### src/dls_pkg.sv
// package: constants and state types of the display list sequencer
`default_nettype none
package dls_pkg;
  // ------------------------------------------------------------
  // instruction byte fields
  // ------------------------------------------------------------
  localparam int DLS_BIT_IRQ = 7;
  localparam int DLS_BIT_RELOAD = 6;
  localparam int DLS_BIT_VSCROLL = 5;
  localparam int DLS_BIT_HSCROLL = 4;
  localparam int DLS_CNT_HI = 6;
  localparam int DLS_CNT_LO = 4;
  localparam logic [3:0] DLS_MODE_BLANK = 4'h0;
  localparam logic [3:0] DLS_MODE_JUMP = 4'h1;
  // ------------------------------------------------------------
  // pointer wrap widths
  // ------------------------------------------------------------
  localparam int DLS_LIST_INC_W = 10;
  localparam int DLS_SCAN_INC_W = 12;
  // ------------------------------------------------------------
  // scan lines per playfield mode, minus one
  // ------------------------------------------------------------
  localparam logic [3:0] DLS_LINES_M1 [16] = '{
    4'h0, 4'h0, 4'h7, 4'h9, 4'h7, 4'hf, 4'h7, 4'hf,
    4'h7, 4'h3, 4'h3, 4'h1, 4'h0, 4'h1, 4'h0, 4'h0};
  // ------------------------------------------------------------
  // sequencer state
  // ------------------------------------------------------------
  typedef enum logic [1:0] {ST_LINE, ST_IR, ST_LO, ST_HI} dls_st_t;
  typedef struct packed {
    dls_st_t st;
    logic [15:0] ptr;
    logic [7:0] ir;
    logic [7:0] lo;
    logic [15:0] scan;
    logic [4:0] remain;
    logic in_line;
    logic prev_vs;
    logic jump_wait_blank;
    logic vb_d;
    logic irq;
    logic scan_ld;
  } dls_state_t;
  localparam dls_state_t DLS_STATE_RST = '0;
endpackage : dls_pkg
`default_nettype wire

### src/dls_dec_if.sv
// interface: instruction byte and its decoded fields
`default_nettype none
interface dls_dec_if;
  logic [7:0] instr;
  logic irq_req;
  logic reload;
  logic vs_en;
  logic hs_en;
  logic [3:0] mode;
  logic is_blank;
  logic is_jump;
  logic need_ops;
  logic [3:0] lines_m1;
  modport dec (input instr, output irq_req, reload, vs_en, hs_en, mode, is_blank,
    is_jump, need_ops, lines_m1);
  modport seq (output instr, input irq_req, reload, vs_en, hs_en, mode, is_blank,
    is_jump, need_ops, lines_m1);
endinterface : dls_dec_if
`default_nettype wire

### src/dls_decoder.sv
// module: combinational instruction byte decoder
`default_nettype none
module dls_decoder import dls_pkg::*; (
  dls_dec_if.dec d
);
  logic blank_or_jump;
  assign d.mode = d.instr[3:0];
  assign d.is_blank = (d.mode == DLS_MODE_BLANK);
  assign d.is_jump = (d.mode == DLS_MODE_JUMP);
  assign blank_or_jump = d.is_blank | d.is_jump;
  assign d.irq_req = d.instr[DLS_BIT_IRQ];
  assign d.reload = d.instr[DLS_BIT_RELOAD] & ~d.is_blank;
  assign d.vs_en = d.instr[DLS_BIT_VSCROLL] & ~blank_or_jump;
  assign d.hs_en = d.instr[DLS_BIT_HSCROLL] & ~blank_or_jump;
  assign d.need_ops = d.is_jump | d.reload;
  assign d.lines_m1 = d.is_blank ? {1'b0, d.instr[DLS_CNT_HI:DLS_CNT_LO]} :
    DLS_LINES_M1[d.mode];
endmodule : dls_decoder
`default_nettype wire

### src/display_list_sequencer.sv
// module: display list fetch, pointer and mode line sequencing
`default_nettype none
// Overview of operation
// - fetch byte at mode line end, advance
// - advance wraps low 10 bits only
// - jump loads all sixteen pointer bits
// - host pointer writes act immediately
// - no stored list start address
// - byte splits into irq, reload, scrolls, mode
// - irq at final scan line start
// - modes 2 to F are playfield lines
// - reload loads scan pointer, low first
// - scan fetch wraps within 4K block
// - blank mode gives one to eight lines
// - blank clears scrolls and reload bits
// - jump reads two bytes, shows blank
// - lengthened jump refetches address each line
// - jumps honour interrupt request bit
// - jump with bit 6 waits vertical blank
// - fetch disabled replays previous byte
module display_list_sequencer import dls_pkg::*; (
  input wire logic ref_clk_i,
  input wire logic rst_n_i,
  input wire logic line_start_i,
  input wire logic vblank_i,
  input wire logic fetch_enable_i,
  input wire logic [3:0] vscroll_extra_i,
  input wire logic pf_advance_i,
  input wire logic list_pointer_low_wr_i,
  input wire logic list_pointer_high_wr_i,
  input wire logic [7:0] ptr_wdata_i,
  output logic mem_req_o,
  output logic [15:0] mem_addr_o,
  input wire logic mem_ack_i,
  input wire logic [7:0] mem_rdata_i,
  output logic [15:0] list_pointer_o,
  output logic [7:0] instruction_latch_o,
  output logic line_interrupt_request_o,
  output logic [3:0] mode_o,
  output logic playfield_line_o,
  output logic vertical_scroll_enable_o,
  output logic horizontal_scroll_enable_o,
  output logic blank_line_o,
  output logic [4:0] lines_left_o,
  output logic [15:0] scan_addr_o,
  output logic scan_pointer_reload_o,
  output logic jump_wait_blank_o
);
  // ------------------------------------------------------------
  // state and decoder
  // ------------------------------------------------------------
  dls_state_t q_r;
  dls_state_t q_nxt;
  dls_dec_if dec ();
  dls_decoder u_dec (
    .d(dec)
  );

  logic fetch_on;
  logic start_line;
  logic [4:0] extra;
  logic [15:0] ptr_adv;
  logic taken;

  // the byte being fetched is decoded in the same cycle it lands
  assign dec.instr = (q_r.st == ST_IR) ? mem_rdata_i : q_r.ir;
  assign fetch_on = fetch_enable_i & ~q_r.jump_wait_blank;
  assign taken = mem_req_o & mem_ack_i;
  assign ptr_adv = {q_r.ptr[15:DLS_LIST_INC_W], q_r.ptr[DLS_LIST_INC_W-1:0] + 10'h001};

  // ------------------------------------------------------------
  // next state
  // ------------------------------------------------------------
  always_comb begin
    q_nxt = q_r;
    q_nxt.irq = 1'b0;
    q_nxt.scan_ld = 1'b0;
    q_nxt.vb_d = vblank_i;
    start_line = 1'b0;
    extra = 5'h00;
    if (pf_advance_i) begin
      q_nxt.scan = {q_r.scan[15:DLS_SCAN_INC_W], q_r.scan[DLS_SCAN_INC_W-1:0] + 12'h001};
    end
    case (q_r.st)
      ST_LINE: begin
        if (line_start_i && !vblank_i) begin
          if (q_r.remain != 5'h00) begin
            q_nxt.remain = q_r.remain - 5'h01;
            // irq on last scan line of mode line
            if (q_r.remain == 5'h01 && dec.irq_req) begin
              q_nxt.irq = 1'b1;
            end
            if (dec.is_jump && fetch_on) begin
              q_nxt.st = ST_LO;
            end
          end else if (fetch_on) begin
            // new instruction at mode line end
            q_nxt.st = ST_IR;
            q_nxt.in_line = 1'b0;
          end else begin
            start_line = 1'b1;
          end
        end
      end
      ST_IR: begin
        if (taken) begin
          q_nxt.ir = mem_rdata_i;
          q_nxt.ptr = ptr_adv;
          if (dec.need_ops) begin
            q_nxt.st = ST_LO;
          end else begin
            start_line = 1'b1;
          end
        end
      end
      ST_LO: begin
        if (taken) begin
          q_nxt.lo = mem_rdata_i;
          q_nxt.ptr = ptr_adv;
          q_nxt.st = ST_HI;
        end
      end
      ST_HI: begin
        if (taken) begin
          q_nxt.st = ST_LINE;
          if (dec.is_jump) begin
            q_nxt.ptr = {mem_rdata_i, q_r.lo};
            q_nxt.jump_wait_blank = q_r.ir[DLS_BIT_RELOAD];
          end else begin
            q_nxt.ptr = ptr_adv;
            q_nxt.scan = {mem_rdata_i, q_r.lo};
            q_nxt.scan_ld = 1'b1;
          end
          start_line = ~q_r.in_line;
        end
      end
      default: begin
        q_nxt.st = ST_LINE;
      end
    endcase
    if (start_line) begin
      q_nxt.st = ST_LINE;
      q_nxt.in_line = 1'b1;
      // scroll region end stretches the line
      if (q_r.prev_vs && !dec.vs_en) begin
        extra = {1'b0, vscroll_extra_i};
      end
      q_nxt.remain = {1'b0, dec.lines_m1} + extra;
      q_nxt.prev_vs = dec.vs_en;
      if (q_nxt.remain == 5'h00 && dec.irq_req) begin
        q_nxt.irq = 1'b1;
      end
    end
    // vertical blank releases suspension, drops bit 6
    if (vblank_i && !q_r.vb_d) begin
      q_nxt.jump_wait_blank = 1'b0;
      q_nxt.ir[DLS_BIT_RELOAD] = 1'b0;
    end
    // host writes win over any advance
    if (list_pointer_low_wr_i) begin
      q_nxt.ptr[7:0] = ptr_wdata_i;
    end
    if (list_pointer_high_wr_i) begin
      q_nxt.ptr[15:8] = ptr_wdata_i;
    end
  end

  always_ff @(posedge ref_clk_i) begin
    if (!rst_n_i) begin
      q_r <= DLS_STATE_RST;
    end else begin
      q_r <= q_nxt;
    end
  end

  // ------------------------------------------------------------
  // outputs
  // ------------------------------------------------------------
  assign mem_req_o = (q_r.st != ST_LINE);
  assign mem_addr_o = q_r.ptr;
  assign list_pointer_o = q_r.ptr;
  assign instruction_latch_o = q_r.ir;
  assign line_interrupt_request_o = q_r.irq;
  assign mode_o = dec.mode;
  // modes 2 to F are playfield
  assign playfield_line_o = ~dec.is_blank & ~dec.is_jump;
  assign vertical_scroll_enable_o = dec.vs_en;
  assign horizontal_scroll_enable_o = dec.hs_en;
  assign blank_line_o = dec.is_blank | dec.is_jump;
  assign lines_left_o = q_r.remain;
  assign scan_addr_o = q_r.scan;
  assign scan_pointer_reload_o = q_r.scan_ld;
  assign jump_wait_blank_o = q_r.jump_wait_blank;

  logic no_wr;
  assign no_wr = ~list_pointer_low_wr_i & ~list_pointer_high_wr_i;
endmodule : display_list_sequencer
`default_nettype wire

### config.mk
export PLATFORM = sky130hd
export DESIGN_NAME = display_list_sequencer
export DESIGN_NICKNAME = d
export VERILOG_FILES = /design/src/dls_pkg.sv /design/src/dls_dec_if.sv /design/src/dls_decoder.sv /design/src/display_list_sequencer.sv
export SDC_FILE = /design/constraint.sdc
export NUM_CORES = 1
export LEC_CHECK = 0
export BUFFER_PORTS_ARGS = -buffer_cell sky130_fd_sc_hd__buf_2
export CAP_MARGIN = 20
export CORE_MARGIN = 10
export CORE_UTILIZATION = 59
export CTS_BUF_LIST = sky130_fd_sc_hd__clkbuf_8
export DETAILED_ROUTE_END_ITERATION = 12
export PLACE_DENSITY = 0.88
export SYNTH_ARGS = -nofsm -noshare
export SYNTH_HDL_FRONTEND = slang
export SYNTH_SLANG_ARGS = --single-unit
export TNS_END_PERCENT = 1
### constraint.sdc
create_clock -name ref_clk_i -period 7.8 [get_ports ref_clk_i]
set_clock_uncertainty 0.15 [all_clocks]
set_input_delay 1.17 -clock ref_clk_i [delete_from_list [all_inputs] [get_ports ref_clk_i]]
set_output_delay 1.17 -clock ref_clk_i [all_outputs]
set_load 0.05 [all_outputs]
After elaboration in Yosys (flattened, before gate mapping). Memory sizes are Yosys's and may differ from the RTL's. Index checks and enable logic that the tools add are counted.

Bits in registers: 61. Bits in read-only memories: 64. Input port bits: 29. Output and inout port bits: 73. Word-level logic and storage cells: 135. Memories: 1.

Memories: (no name shown) (words 16, width 4, read ports 1, clocked after Yosys merged registers in 0, write ports 0, RTL line dls_decoder.sv:17) `DLS_LINES_M1[d.mode];`.

Add/sub/neg operators: 4. Order comparisons: 1. Equality and inequality tests: 21. Muxes and demuxes: 43. Bitwise operators: 15. Reductions and logical operators: 35.

Operators with widths (number): 16-bit two-way mux (4); 16-bit case mux with 3 select lines (1); 18-bit two-way mux (2); 26-bit two-way mux (1); 8-bit two-way mux (3); 3-bit != test, second input constant (8); 4-bit two-way mux (4); 2-bit != test, second input constant (8); 2-bit nonzero test (8); 1-bit two-way mux (15); 12-bit by 1-bit adder with 12-bit output, second input constant (1); 12-bit two-way mux (1); 6-bit two-way mux (2); 4-bit AND reduction (3); 10-bit by 1-bit adder with 10-bit output, second input constant (1); 2-bit two-way mux (5); 5-bit two-way mux (2); 3-bit AND reduction (3); 2-bit case mux with 4 select lines (1); 4-bit nonzero test (2); 7-bit two-way mux (1); 7-bit AND reduction (1); 1-bit bitwise AND (6); 1-bit logical AND (6); other kinds (19) (30).

Depth between registers and ports, before layout. Gate-level depths: netlist of the first run.

Depth in word-level cells: 15. Depth in mapped cells: 17. Depth with buffers taken out: 16.

Modules after synthesis. From an unflattened synthesis of the first run, not the netlist that was laid out.

Cells, all modules: 490. Area total of the unflattened synthesis: 3990.1 µm².

By module, submodules not included: display_list_sequencer (times used 1, cells an instance 464, area an instance 3792.4 µm², sequential area each 1221.2 µm²); dls_decoder (times used 1, cells an instance 26, area an instance 197.7 µm², sequential area each 0.0 µm²).

Worst setup path before layout of the first run. No wires, ideal clock.

Path kind: input-to-reg. Start: input port mem_rdata_i[3]. End: register q_r, in the netlist line_interrupt_request_o. Setup time: 0.095 ns. Data arrival time: 4.692 ns. Data required time: 7.555 ns. Setup slack: 2.863 ns. Cell stages on the path: 13. Path buffers: 0. Path through: mux2i_1 -> inv_1 -> nor2_1 -> nor2_1 -> nor2b_1 -> and2_1 -> ha_1 -> inv_1 -> fa_1 -> xnor2_1 -> nor4_1 -> o21ai_0 -> a221oi_1.

Cells in the longest elaborated chain, start to end: 14. Elaborated cells between the ends (all ways): 26. Classes of those cells: add/sub: 1; eq/ne: 1; mux: 11; bitwise: 7; reduce/logical: 5; memory: 1.

RTL lines: start: declaration (RTL line display_list_sequencer.sv:35) `input wire logic [7:0] mem_rdata_i,`; 8-bit two-way mux (*) (RTL line display_list_sequencer.sv:66) `assign dec.instr = (q_r.st == ST_IR) ? mem_rdata_i : q_r.ir;`; via mode_o[3] (RTL line display_list_sequencer.sv:39) `output logic [3:0] mode_o,`; 4-bit by 1-bit == test with 1-bit output or 4-bit logical NOT (tied branches) (RTL line dls_decoder.sv:9, dls_decoder.sv:8); 1-bit bitwise OR (*); via blank_line_o (RTL line display_list_sequencer.sv:43) `output logic blank_line_o,`; 1-bit NOT (*) (RTL line dls_decoder.sv:13) `assign d.vs_en = d.instr[DLS_BIT_VSCROLL] & ~blank_or_jump;`; 1-bit bitwise AND (*) (RTL line dls_decoder.sv:13); via vertical_scroll_enable_o (RTL line display_list_sequencer.sv:41) `output logic vertical_scroll_enable_o,`; 1-bit logical NOT (*) (RTL line display_list_sequencer.sv:145) `if (q_r.prev_vs && !dec.vs_en) begin`; 1-bit logical AND (*) (RTL line display_list_sequencer.sv:145); 4-bit two-way mux (*) (RTL line display_list_sequencer.sv:145); 5-bit two-way mux (*) (RTL line display_list_sequencer.sv:141) `if (start_line) begin`; 4-bit by 5-bit adder with 5-bit output (*) (RTL line display_list_sequencer.sv:148) `q_nxt.remain = {1'b0, dec.lines_m1} + extra;`; 5-bit logical NOT (*) (RTL line display_list_sequencer.sv:150) `if (q_nxt.remain == 5'h00 && dec.irq_req) begin`; 1-bit logical AND (*) (RTL line display_list_sequencer.sv:150); 1-bit two-way mux (*) (RTL line display_list_sequencer.sv:150); 1-bit two-way mux (*) (RTL line display_list_sequencer.sv:141); end signal: assignment (RTL line display_list_sequencer.sv:172) `q_r <= q_nxt;`; end: declaration (RTL line display_list_sequencer.sv:52) `dls_state_t q_r;`.

Mark *: on every way through the listed nets, which the timed path passes. The rest lies on a longest branch. The select of a mux whose other input is x is not followed. A chain may end at the register's enable or synchronous reset.

Worst setup path after layout of the first run.
Start: register q_r[59] (netlist bit). End: register q_r, in the netlist line_interrupt_request_o.

Cells in the longest elaborated chain, start to end: 15. Elaborated cells between the ends (all ways): 37. Classes of those cells: add/sub: 1; eq/ne: 3; mux: 16; bitwise: 8; reduce/logical: 8; memory: 1.

RTL lines (RTL line): parallel branches: the longest is 14 deep, another holds 4-bit by 5-bit adder with 5-bit output; 1-bit two-way mux (*) (display_list_sequencer.sv:141).

Mark *: on every way between the ends. The select of a mux whose other input is x is not followed.

==> impl_metrics.json, run 1 <==
{
  "rsz0062_at_grt": "no",
  "hold_path_class": "flop to flop",
  "syn_area_um2": 3850,
  "seq_area_frac_synth_pct": 31.8,
  "worst-path-buf-inv": 1,
  "ios": 102,
  "ctsResizeCount": 0,
  "hpwl_mm": 7.69,
  "setup_violations": 0,
  "ys_top_cells_by_area": "dfxtp_1 (32%), buf_4 (12%), mux2i_1 (7.3%)",
  "ys_seq_elements": 61,
  "critPathMaxStageDelay_ns": 0.85,
  "vias": 3382,
  "leakagePower_nw": 2.01,
  "yosys_warnings": 0,
  "synth_fp_nets": 504,
  "io_buffers": 101,
  "drtPass1Iterations": 4,
  "cts_setup_buffers": 0,
  "synth.distinct_cells": 49,
  "grt_pass1_vias": 3437,
  "wirelength_mm": 10.3,
  "timing.fmax_mhz": 253,
  "seq_area_um2": 1220,
  "coreArea_um2": 6350,
  "crit_path_cell_trace": "nor2b_1 -> mux2i_1 -> a21o_1 -> o22a_1 -> inv_1 -> ha_1 -> a21o_1 -> a21oi_1 -> xnor2_1 -> nor4_1 -> o21ai_0 -> a221oi_1",
  "track_usage_pct": 19.6,
  "async_flop_share_pct": 0,
  "gp_congestion": 0.916,
  "syn2layout_area_growth_pct": 6.96,
  "design_area_um2": 4110,
  "clk-insertion-delay-late_ns": 0.34,
  "utilization_pct": 64.8,
  "cts.sinks": 61,
  "grt_pass1_wl_mm": 16.3,
  "grt_overflow": 0,
  "cp_common_cell": "a21o_1",
  "hold_slack_ns": 0.323,
  "synth_top_cell_by_area": "dfxtp_1",
  "syn-instance-count": 466,
  "worst_pin_slew_ns": 1.01,
  "status": "finished, final reports clean",
  "fin_crit_ns": 3.95,
  "grt_max_degree": 51,
  "fin_crit_sh_pct": 50.6,
  "dr.first_iter.drc_count": 186,
  "worstPathArrival_ns": 4.04,
  "multi_input_area_um2": 2000,
  "crit_required_ns": 7.89,
  "diodes": 0,
  "drive_gt1_share_pct": 26.5,
  "start_util_pct": 60.6,
  "hold_buffers": 0,
  "antenna_found_initial": 0,
  "drt-wirelength-per-cell_um": 17.8,
  "root_buffer": "clkbuf_8",
  "die_h_um": 101,
  "finalSetupTns_ns": 0,
  "finalHoldViolations": 0,
  "p_total_mw": 1.16,
  "path_delay_family": "compound AO/OA/AOI/OAI gates",
  "antenna_left": 0,
  "slew_headroom_pct": 32.3,
  "cts-buffers-inserted": 9,
  "synthDominantCellAreaShare_pct": 31.8,
  "irDropWorstVdd_mv": 0.186,
  "maxCapViolations": 0,
  "clockBufferDepth": 2,
  "htreeDepth": 3,
  "start_kind": "flop",
  "critPathCaptureType": "flop",
  "clkSlewWorstSetupHoldPaths_ns": 0.07,
  "crit_type": "flop to flop",
  "placed_area_um2": 3890,
  "core.rowCount": 29,
  "drc": 0,
  "cts_tree": "done",
  "die_area_um2": 10100,
  "cpMaxStageDelayCell": "nor2b_1",
  "synth_commonest_cells": "buf_4 (61), dfxtp_1 (61), nor2_1 (56), nand2_1 (33), mux2i_1 (28)",
  "viasPerCell": 5.84,
  "filler_cell_count": 562,
  "drv_slew": 0,
  "die_w_um": 101,
  "syn_avg_cell_area_um2": 8.25,
  "synth_edf_count": 0,
  "path_max_fanout": 15,
  "synthFlopType": "dfxtp_1",
  "powerDensity_nw_per_um2": 283,
  "nets": 535
}
==> placed cells by master (no fill, tap or decap), types with 8 or more instances in the layout <==
cell type	n
nor2_1	56
xnor2_1	12
mux2i_1	28
buf_2	101
nand2_1	33
clkbuf_8	11
a221oi_1	9
xor2_1	12
a21oi_1	23
o21ai_0	11
inv_1	13
nor3_1	10
a211oi_1	13
nand3_1	24
dfxtp_1	61
ha_1	8
==> area by class of cell <==
type,count,area share [%]
clock buffers,11,3.68
clock inverters,5,1.79
inverters,14,1.28
multi-input cells,308,48.6
flip-flops and latches,61,29.7
well taps,77,2.34
repair buffers,103,12.7
==> stage by stage <==
stage / cells / worst slack (ns)
2_1_floorplan: 466 / 2.86
3_3_place_gp: 563 / 3.85
3_5_place_dp: 563 / 3.68
4_1_cts: 579 / 3.88
5_1_grt: 579 / 3.53
6_report: 579 / 3.85
==> path summary, 6_finish.rpt <==
path | start | endpoint | slack [ns] | cells after the start
worst min-delay path | q_r[4] | q_r[4] | 0.32 | 2
worst min register to register | q_r[4] | q_r[4] | 0.32 | 2
worst max-delay path | q_r[59] | line_interrupt_request_o | 3.85 | 12
worst max register to register | q_r[59] | line_interrupt_request_o | 3.85 | 12
==> where the power goes <==
part | switching (mW) | leakage [nW] | internal, mW
clock | 0.124 | 0.121 | 0.195
combinational | 0.333 | 1.40 | 0.134
sequential | 0.0376 | 0.497 | 0.340
total | 0.495 | 2.01 | 0.670
==> registers in the layout, indices dropped and copies added (netlist names) <==
register                  cells
list_pointer_o               16
scan_addr_o                  16
q_r                          13
instruction_latch_o           8
lines_left_o                  5
jump_wait_blank_o             1
line_interrupt_request_o      1
scan_pointer_reload_o         1
==> metal layers <==
metal | up-vias | GRT usage [%] | wire length (um)
met3 | 25 | 7.48 | 981
met4 | 0 | 9.02 | 294
met2 | 140 | 32.3 | 4960
li1 | 1624 | - | -
met5 | - | 0 | 0
met1 | 1593 | 21.8 | 4050
==> cells by family (layout without fill, tap and decap cells) <==
group	after synthesis	count (layout)	synth area share [%]
fa+ha+maj	9	9	3.12
simple gates	160	160	19.7
flops	61	61	31.8
buf+inv	97	133	16.5
compound gates	81	81	14.5
mux	34	34	9.04
xor+xnor	24	24	5.47
==> tightest hold or removal path, cell delays in order, from the launching register on <==
cell     delay (ns)
dfxtp_1        0.31
nand3_1        0.06
a21oi_1        0.05
Power figures use the tool's default switching activity.
==> run 2, diff against run 1 <==
ABC_AREA = 1   (was default)
CORE_UTILIZATION = 56   (was 59)
PLACE_DENSITY = 0.84   (was 0.88)
clock period = 3.8 ns   (was 7.8 ns; I/O delays follow)
==> impl_metrics.json, run 2 <==
{
  "syn2layout_area_growth_pct": 7.52,
  "worst_pin_slew_ns": 0.533,
  "start_kind": "flop",
  "coreArea_um2": 6910,
  "die_h_um": 105,
  "async_flop_share_pct": 0,
  "nets": 654,
  "path_delay_family": "compound AO/OA/AOI/OAI gates",
  "critPathMaxStageDelay_ns": 0.60,
  "fin_crit_sh_pct": 83.5,
  "clockBufferDepth": 2,
  "syn-instance-count": 578,
  "rsz0062_at_grt": "no",
  "die_area_um2": 11000,
  "synth.distinct_cells": 40,
  "antenna_found_initial": 0,
  "synth_commonest_cells": "nand2_1 (99), inv_1 (71), buf_4 (62), dfxtp_1 (61), nor2_1 (48)",
  "core.rowCount": 30,
  "drive_gt1_share_pct": 23.7,
  "cts_tree": "done",
  "crit_path_cell_trace": "inv_1 -> nor2_4 -> nand2_1 -> nand2_4 -> o21ai_0 -> nand2_1 -> o21ai_0 -> a31oi_1 -> inv_1 -> ha_1 -> a21oi_1 -> o21ai_0 -> xor2_1 -> nor2_1 -> nand3_2 -> a21oi_2",
  "seq_area_frac_synth_pct": 30.2,
  "critPathCaptureType": "flop",
  "root_buffer": "clkbuf_8",
  "setup_violations": 0,
  "hpwl_mm": 8.65,
  "cp_common_cell": "o21ai_0",
  "clk-insertion-delay-late_ns": 0.35,
  "synth_edf_count": 0,
  "syn_avg_cell_area_um2": 7.00,
  "synthFlopType": "dfxtp_1",
  "timing.fmax_mhz": 315,
  "cts-buffers-inserted": 9,
  "finalWorstSetupSlack_ns": 0.629,
  "slew_headroom_pct": 64.4,
  "vias": 3794,
  "ios": 102,
  "hold_path_class": "input port to flop",
  "hold_buffers": 0,
  "io_buffers": 101,
  "path_max_fanout": 12,
  "synth_most_common_cell": "nand2_1",
  "yosys_warnings": 0,
  "ys_top_cells_by_area": "dfxtp_1 (30%), buf_4 (12%), nand2_1 (9.2%)",
  "viasPerCell": 5.31,
  "antenna_left": 0,
  "die_w_um": 105,
  "layout_common_cells": "buf_2 (101), nand2_1 (99), inv_1 (71), dfxtp_1 (61), nor2_1 (48)",
  "grt_overflow": 0,
  "worst-path-buf-inv": 2,
  "p_total_mw": 3.51,
  "crit_required_ns": 3.93,
  "drt-wirelength-per-cell_um": 15.6,
  "synth_top_cell_by_area": "dfxtp_1",
  "placed_area_um2": 4140,
  "dr.first_iter.drc_count": 269,
  "cpMaxStageDelayCell": "dfxtp_1",
  "grt_pass1_wl_mm": 18.3,
  "cts_setup_buffers": 0,
  "layout_commonest_cell": "buf_2",
  "drc": 0,
  "fin_crit_ns": 3.17,
  "ctsResizeCount": 0,
  "track_usage_pct": 19.9,
  "wirelength_mm": 11.1,
  "synthDominantCellAreaShare_pct": 30.2,
  "hold_slack_ns": 0.272,
  "cts.sinks": 61,
  "finalSetupTns_ns": 0,
  "leakagePower_nw": 2.14,
  "filler_cell_count": 666,
  "worstPathArrival_ns": 3.30,
  "irDropWorstVdd_mv": 0.881,
  "grt_pass1_vias": 3739,
  "powerDensity_nw_per_um2": 808,
  "crit_type": "flop to flop",
  "ys_seq_elements": 61,
  "start_util_pct": 58.6,
  "drtPass1Iterations": 5,
  "status": "finished, final reports clean",
  "design_area_um2": 4350,
  "grt_max_degree": 24,
  "finalHoldViolations": 0,
  "diodes": 0,
  "maxCapViolations": 0,
  "clkSlewWorstSetupHoldPaths_ns": 0.07,
  "htreeDepth": 3,
  "place_ws_ns": 0.737,
  "syn_area_um2": 4040,
  "synth_fp_nets": 616,
  "drv_slew": 0,
  "gp_congestion": 0.967
}
[run 2: cell types whose count changed after synthesis, moves of 7 or more]
cell,change
a221oi_1,-9
o22ai_1,+9
nor2_1,-8
nor2b_1,-7
mux2i_1,-27
nand3_1,+12
a211oi_1,-9
nand2_4,+9
a21oi_1,+17
nand2_1,+66
o21ai_0,+31
inv_1,+59
clkbuf_1,-7
[run 2: final timing paths]
check        slack [ns]                  endpoint              startpoint  depth (start not counted)
min reg2reg        0.32    instruction_latch_o[5]  instruction_latch_o[5]                          2
max reg2reg        0.63  line_interrupt_request_o                 q_r[59]                         16
max                0.63  line_interrupt_request_o                 q_r[59]                         16
min                0.27                    q_r[2]                vblank_i                          3
[run 2: per-stage QoR]
stage	util [%]	instances
final	63.0	715
after global routing	63.0	715
after CTS	63.0	715
after detailed placement	59.9	701
after global placement	59.9	701
after floorplan	-	578
[run 2: cell type report]
| class | instances | area, um2 | area share (%) |
|---|---|---|---|
| Tap cell | 96 | 120 | 2.76 |
| Sequential cell | 61 | 1220 | 28.1 |
| Timing Repair Buffer | 102 | 513 | 11.8 |
| Clock buffer | 10 | 138 | 3.17 |
| Multi-Input combinational cell | 368 | 2000 | 46.0 |
| Clock inverter | 4 | 73.8 | 1.70 |
| Inverter | 74 | 282 | 6.47 |
[run 2: routing by layer]
layer	vias up	GRT usage [%]	routed length [um]
li1	1901	-	-
met1	1709	23.2	4590
met2	166	34.0	5450
met3	18	6.33	935
met4	0	6.08	171
met5	-	0	0
[run 2: cells by family (layout without fill, tap and decap cells)]
kind of cell    after synthesis  count (layout)  synth area share (%)
flops                        61              61                  30.2
mux                           1               1                 0.248
buf+inv                     149             190                  20.3
compound gates              119             119                  16.5
fa+ha+maj                     9               9                  2.97
simple gates                221             221                  25.9
xor+xnor                     18              18                  3.90
[run 2: tightest hold or removal path, cell delays in order]
cell and delay [ns]:
buf_2 0.09, nand2_1 0.04, inv_1 0.04
[run 2: where the power goes]
part           internal [mW]  total, mW  switching (mW)
Combinational          0.542       2.03            1.49
Clock                  0.380      0.643           0.264
Sequential             0.735      0.838           0.103
Total                   1.66       3.51            1.86
==> run 3, diff against run 2 <==
ABC_AREA = 0   (was 1)
CORE_UTILIZATION = 50   (was 56)
PLACE_DENSITY = 0.79   (was 0.84)
clock period = 2.77 ns   (was 3.8 ns; I/O delays follow)
==> impl_metrics.json, run 3 (synthesis results as in run 1) <==
{
  "hold_buffers": 0,
  "p_int_mw": 1.96,
  "drc": 0,
  "drtPass1Iterations": 5,
  "dr.first_iter.drc_count": 211,
  "setup_violations": 4,
  "antenna_left": 0,
  "clockBufferDepth": 2,
  "p_total_mw": 3.50,
  "hold_slack_ns": 0.173,
  "combPwrFrac_pct": 46.9,
  "start_util_pct": 52.2,
  "hpwl_mm": 8.26,
  "fin_crit_sh_pct": 109,
  "core.rowCount": 31,
  "htreeDepth": 3,
  "start_kind": "flop",
  "io_buffers": 101,
  "gp_congestion": 0.940,
  "hold_start": "vblank_i",
  "grt_overflow": 0,
  "cpMaxStageDelayCell": "dfxtp_2",
  "syn2layout_area_growth_pct": 18.3,
  "grt_pass1_wl_mm": 17.7,
  "drv_slew": 0,
  "finalWorstSetupSlack_ns": -0.254,
  "status": "finished with violations",
  "clkSlewWorstSetupHoldPaths_ns": 0.07,
  "drt-wirelength-per-cell_um": 17.2,
  "share_seq_of_total_power_pct": 30.0,
  "critPathCaptureType": "flop",
  "timing.rr.start": "q_r[59]",
  "slew_headroom_pct": 42.1,
  "crit_path_cell_trace": "nor2b_2 -> buf_4 -> or3_1 -> a21o_1 -> buf_4 -> o21ai_2 -> ha_4 -> nor2b_1 -> o21ai_1 -> nand2b_1 -> nor4_2 -> o21ai_1 -> a221oi_2",
  "track_usage_pct": 18.6,
  "crit_start": "q_r[59]",
  "drive_gt1_share_pct": 36.2,
  "ios": 102,
  "worst_pin_slew_ns": 0.867,
  "p_sw_mw": 1.53,
  "netSwitchingFraction_pct": 43.8,
  "rsz0062_at_grt": "yes",
  "diodes": 0,
  "cts_tree": "done",
  "antenna_found_initial": 0,
  "layout_commonest_cell": "buf_2",
  "leakagePower_nw": 2.20,
  "root_buffer": "clkbuf_8",
  "crit_required_ns": 2.88,
  "clkPwrFrac_pct": 23.0,
  "wirelength_mm": 11.1,
  "die_area_um2": 11600,
  "timing.fmax_mhz": 331,
  "cts.sinks": 61,
  "path_max_fanout": 6,
  "die_h_um": 108,
  "viasPerCell": 5.59,
  "nets": 580,
  "violations": "negative setup slack",
  "clk-insertion-delay-late_ns": 0.34,
  "layout_common_cells": "buf_2 (101), dfxtp_1 (59), nor2_1 (54), buf_4 (46), nand2_1 (33)",
  "hold_path_class": "input port to flop",
  "worstPathArrival_ns": 3.13,
  "coreArea_um2": 7370,
  "critPathMaxStageDelay_ns": 0.34,
  "finalHoldViolations": 0,
  "grt_pass1_vias": 3598,
  "vias": 3608,
  "powerDensity_nw_per_um2": 768,
  "die_w_um": 108,
  "crit_type": "flop to flop",
  "cts-buffers-inserted": 9,
  "filler_cell_count": 669,
  "fin_crit_ns": 3.02,
  "irDropWorstVdd_mv": 0.627,
  "grt_max_degree": 51,
  "maxCapViolations": 0
}
-- run 3: cell types whose count changed in the layout (fill, tap and decap cells not counted), sizes merged, moves of 9 or more --
cell    before  now
a221oi       0    9
o21ai       47   12
a21oi       41   24
nand2      114   34
o22ai       10    1
mux2i        1   28
inv         73   12
a211oi       4   13
buf        102  148
nand3       39   24
-- run 3: layout make-up --
| class | count | area [um2] | share of cell area, % |
|---|---|---|---|
| sequential | 61 | 1220 | 26.9 |
| clock inverter | 7 | 76.3 | 1.68 |
| clock buffer | 9 | 124 | 2.72 |
| timing repair buffer | 148 | 862 | 18.9 |
| multi-input combinational | 308 | 2080 | 45.7 |
| tap | 99 | 124 | 2.72 |
| inverter | 14 | 61.3 | 1.35 |
-- run 3: final timing paths --
path | end | slack, ns | depth (start not counted)
worst min-delay path | q_r[2] | 0.17 | 3
worst max register to register | line_interrupt_request_o | -0.25 | 13
worst max-delay path | line_interrupt_request_o | -0.25 | 13
worst min register to register | q_r[4] | 0.32 | 2
-- run 3: timing repair --
action | in CTS | in global routing
endpoints found under the setup margin | 4 | 4
resized for setup | 9 | 6
setup buffers | 5 | 0
pin swaps | 3 | 1
-- run 3: worst max-delay path: cells and delay by family (launching register included) --
| kind | cells | cell delay, ns |
|---|---|---|
| compound gates | 5 | 0.86 |
| fa+ha+maj | 1 | 0.23 |
| buf+inv | 2 | 0.33 |
| flops | 1 | 0.34 |
| simple gates | 5 | 1.01 |
-- run 3: power groups by stage --
stage	combinational [mW]	clock, mW	sequential (mW)
after floorplan	1.22	0	1.05
after global placement	1.49	0	1.06
after detailed placement	1.53	0	1.07
after CTS	1.59	0.814	1.05
after global routing	1.75	0.849	1.06
final	1.64	0.804	1.05
-- run 3: through the flow --
stage                     TNS, ns  cell area [um2]  util [%]  cells  worst slack [ns]
after floorplan             -1.62             3890         -    466            -0.556
after global placement     -0.130             4260      57.8    625            -0.121
after detailed placement   -0.425             4260      57.8    625            -0.268
after CTS                  -0.242             4520      61.3    646            -0.183
after global routing        -1.23             4550      61.7    646            -0.440
final                      -0.468             4550      61.7    646            -0.254
-- run 3: routing by layer --
metal | vias up | GRT usage, % | part of all wire, %
met3 | 21 | 6.35 | 9.2
met5 | - | 0 | 0
met1 | 1717 | 21.2 | 39
met4 | 0 | 5.53 | 1.6
met2 | 154 | 32.1 | 50
li1 | 1716 | - | -
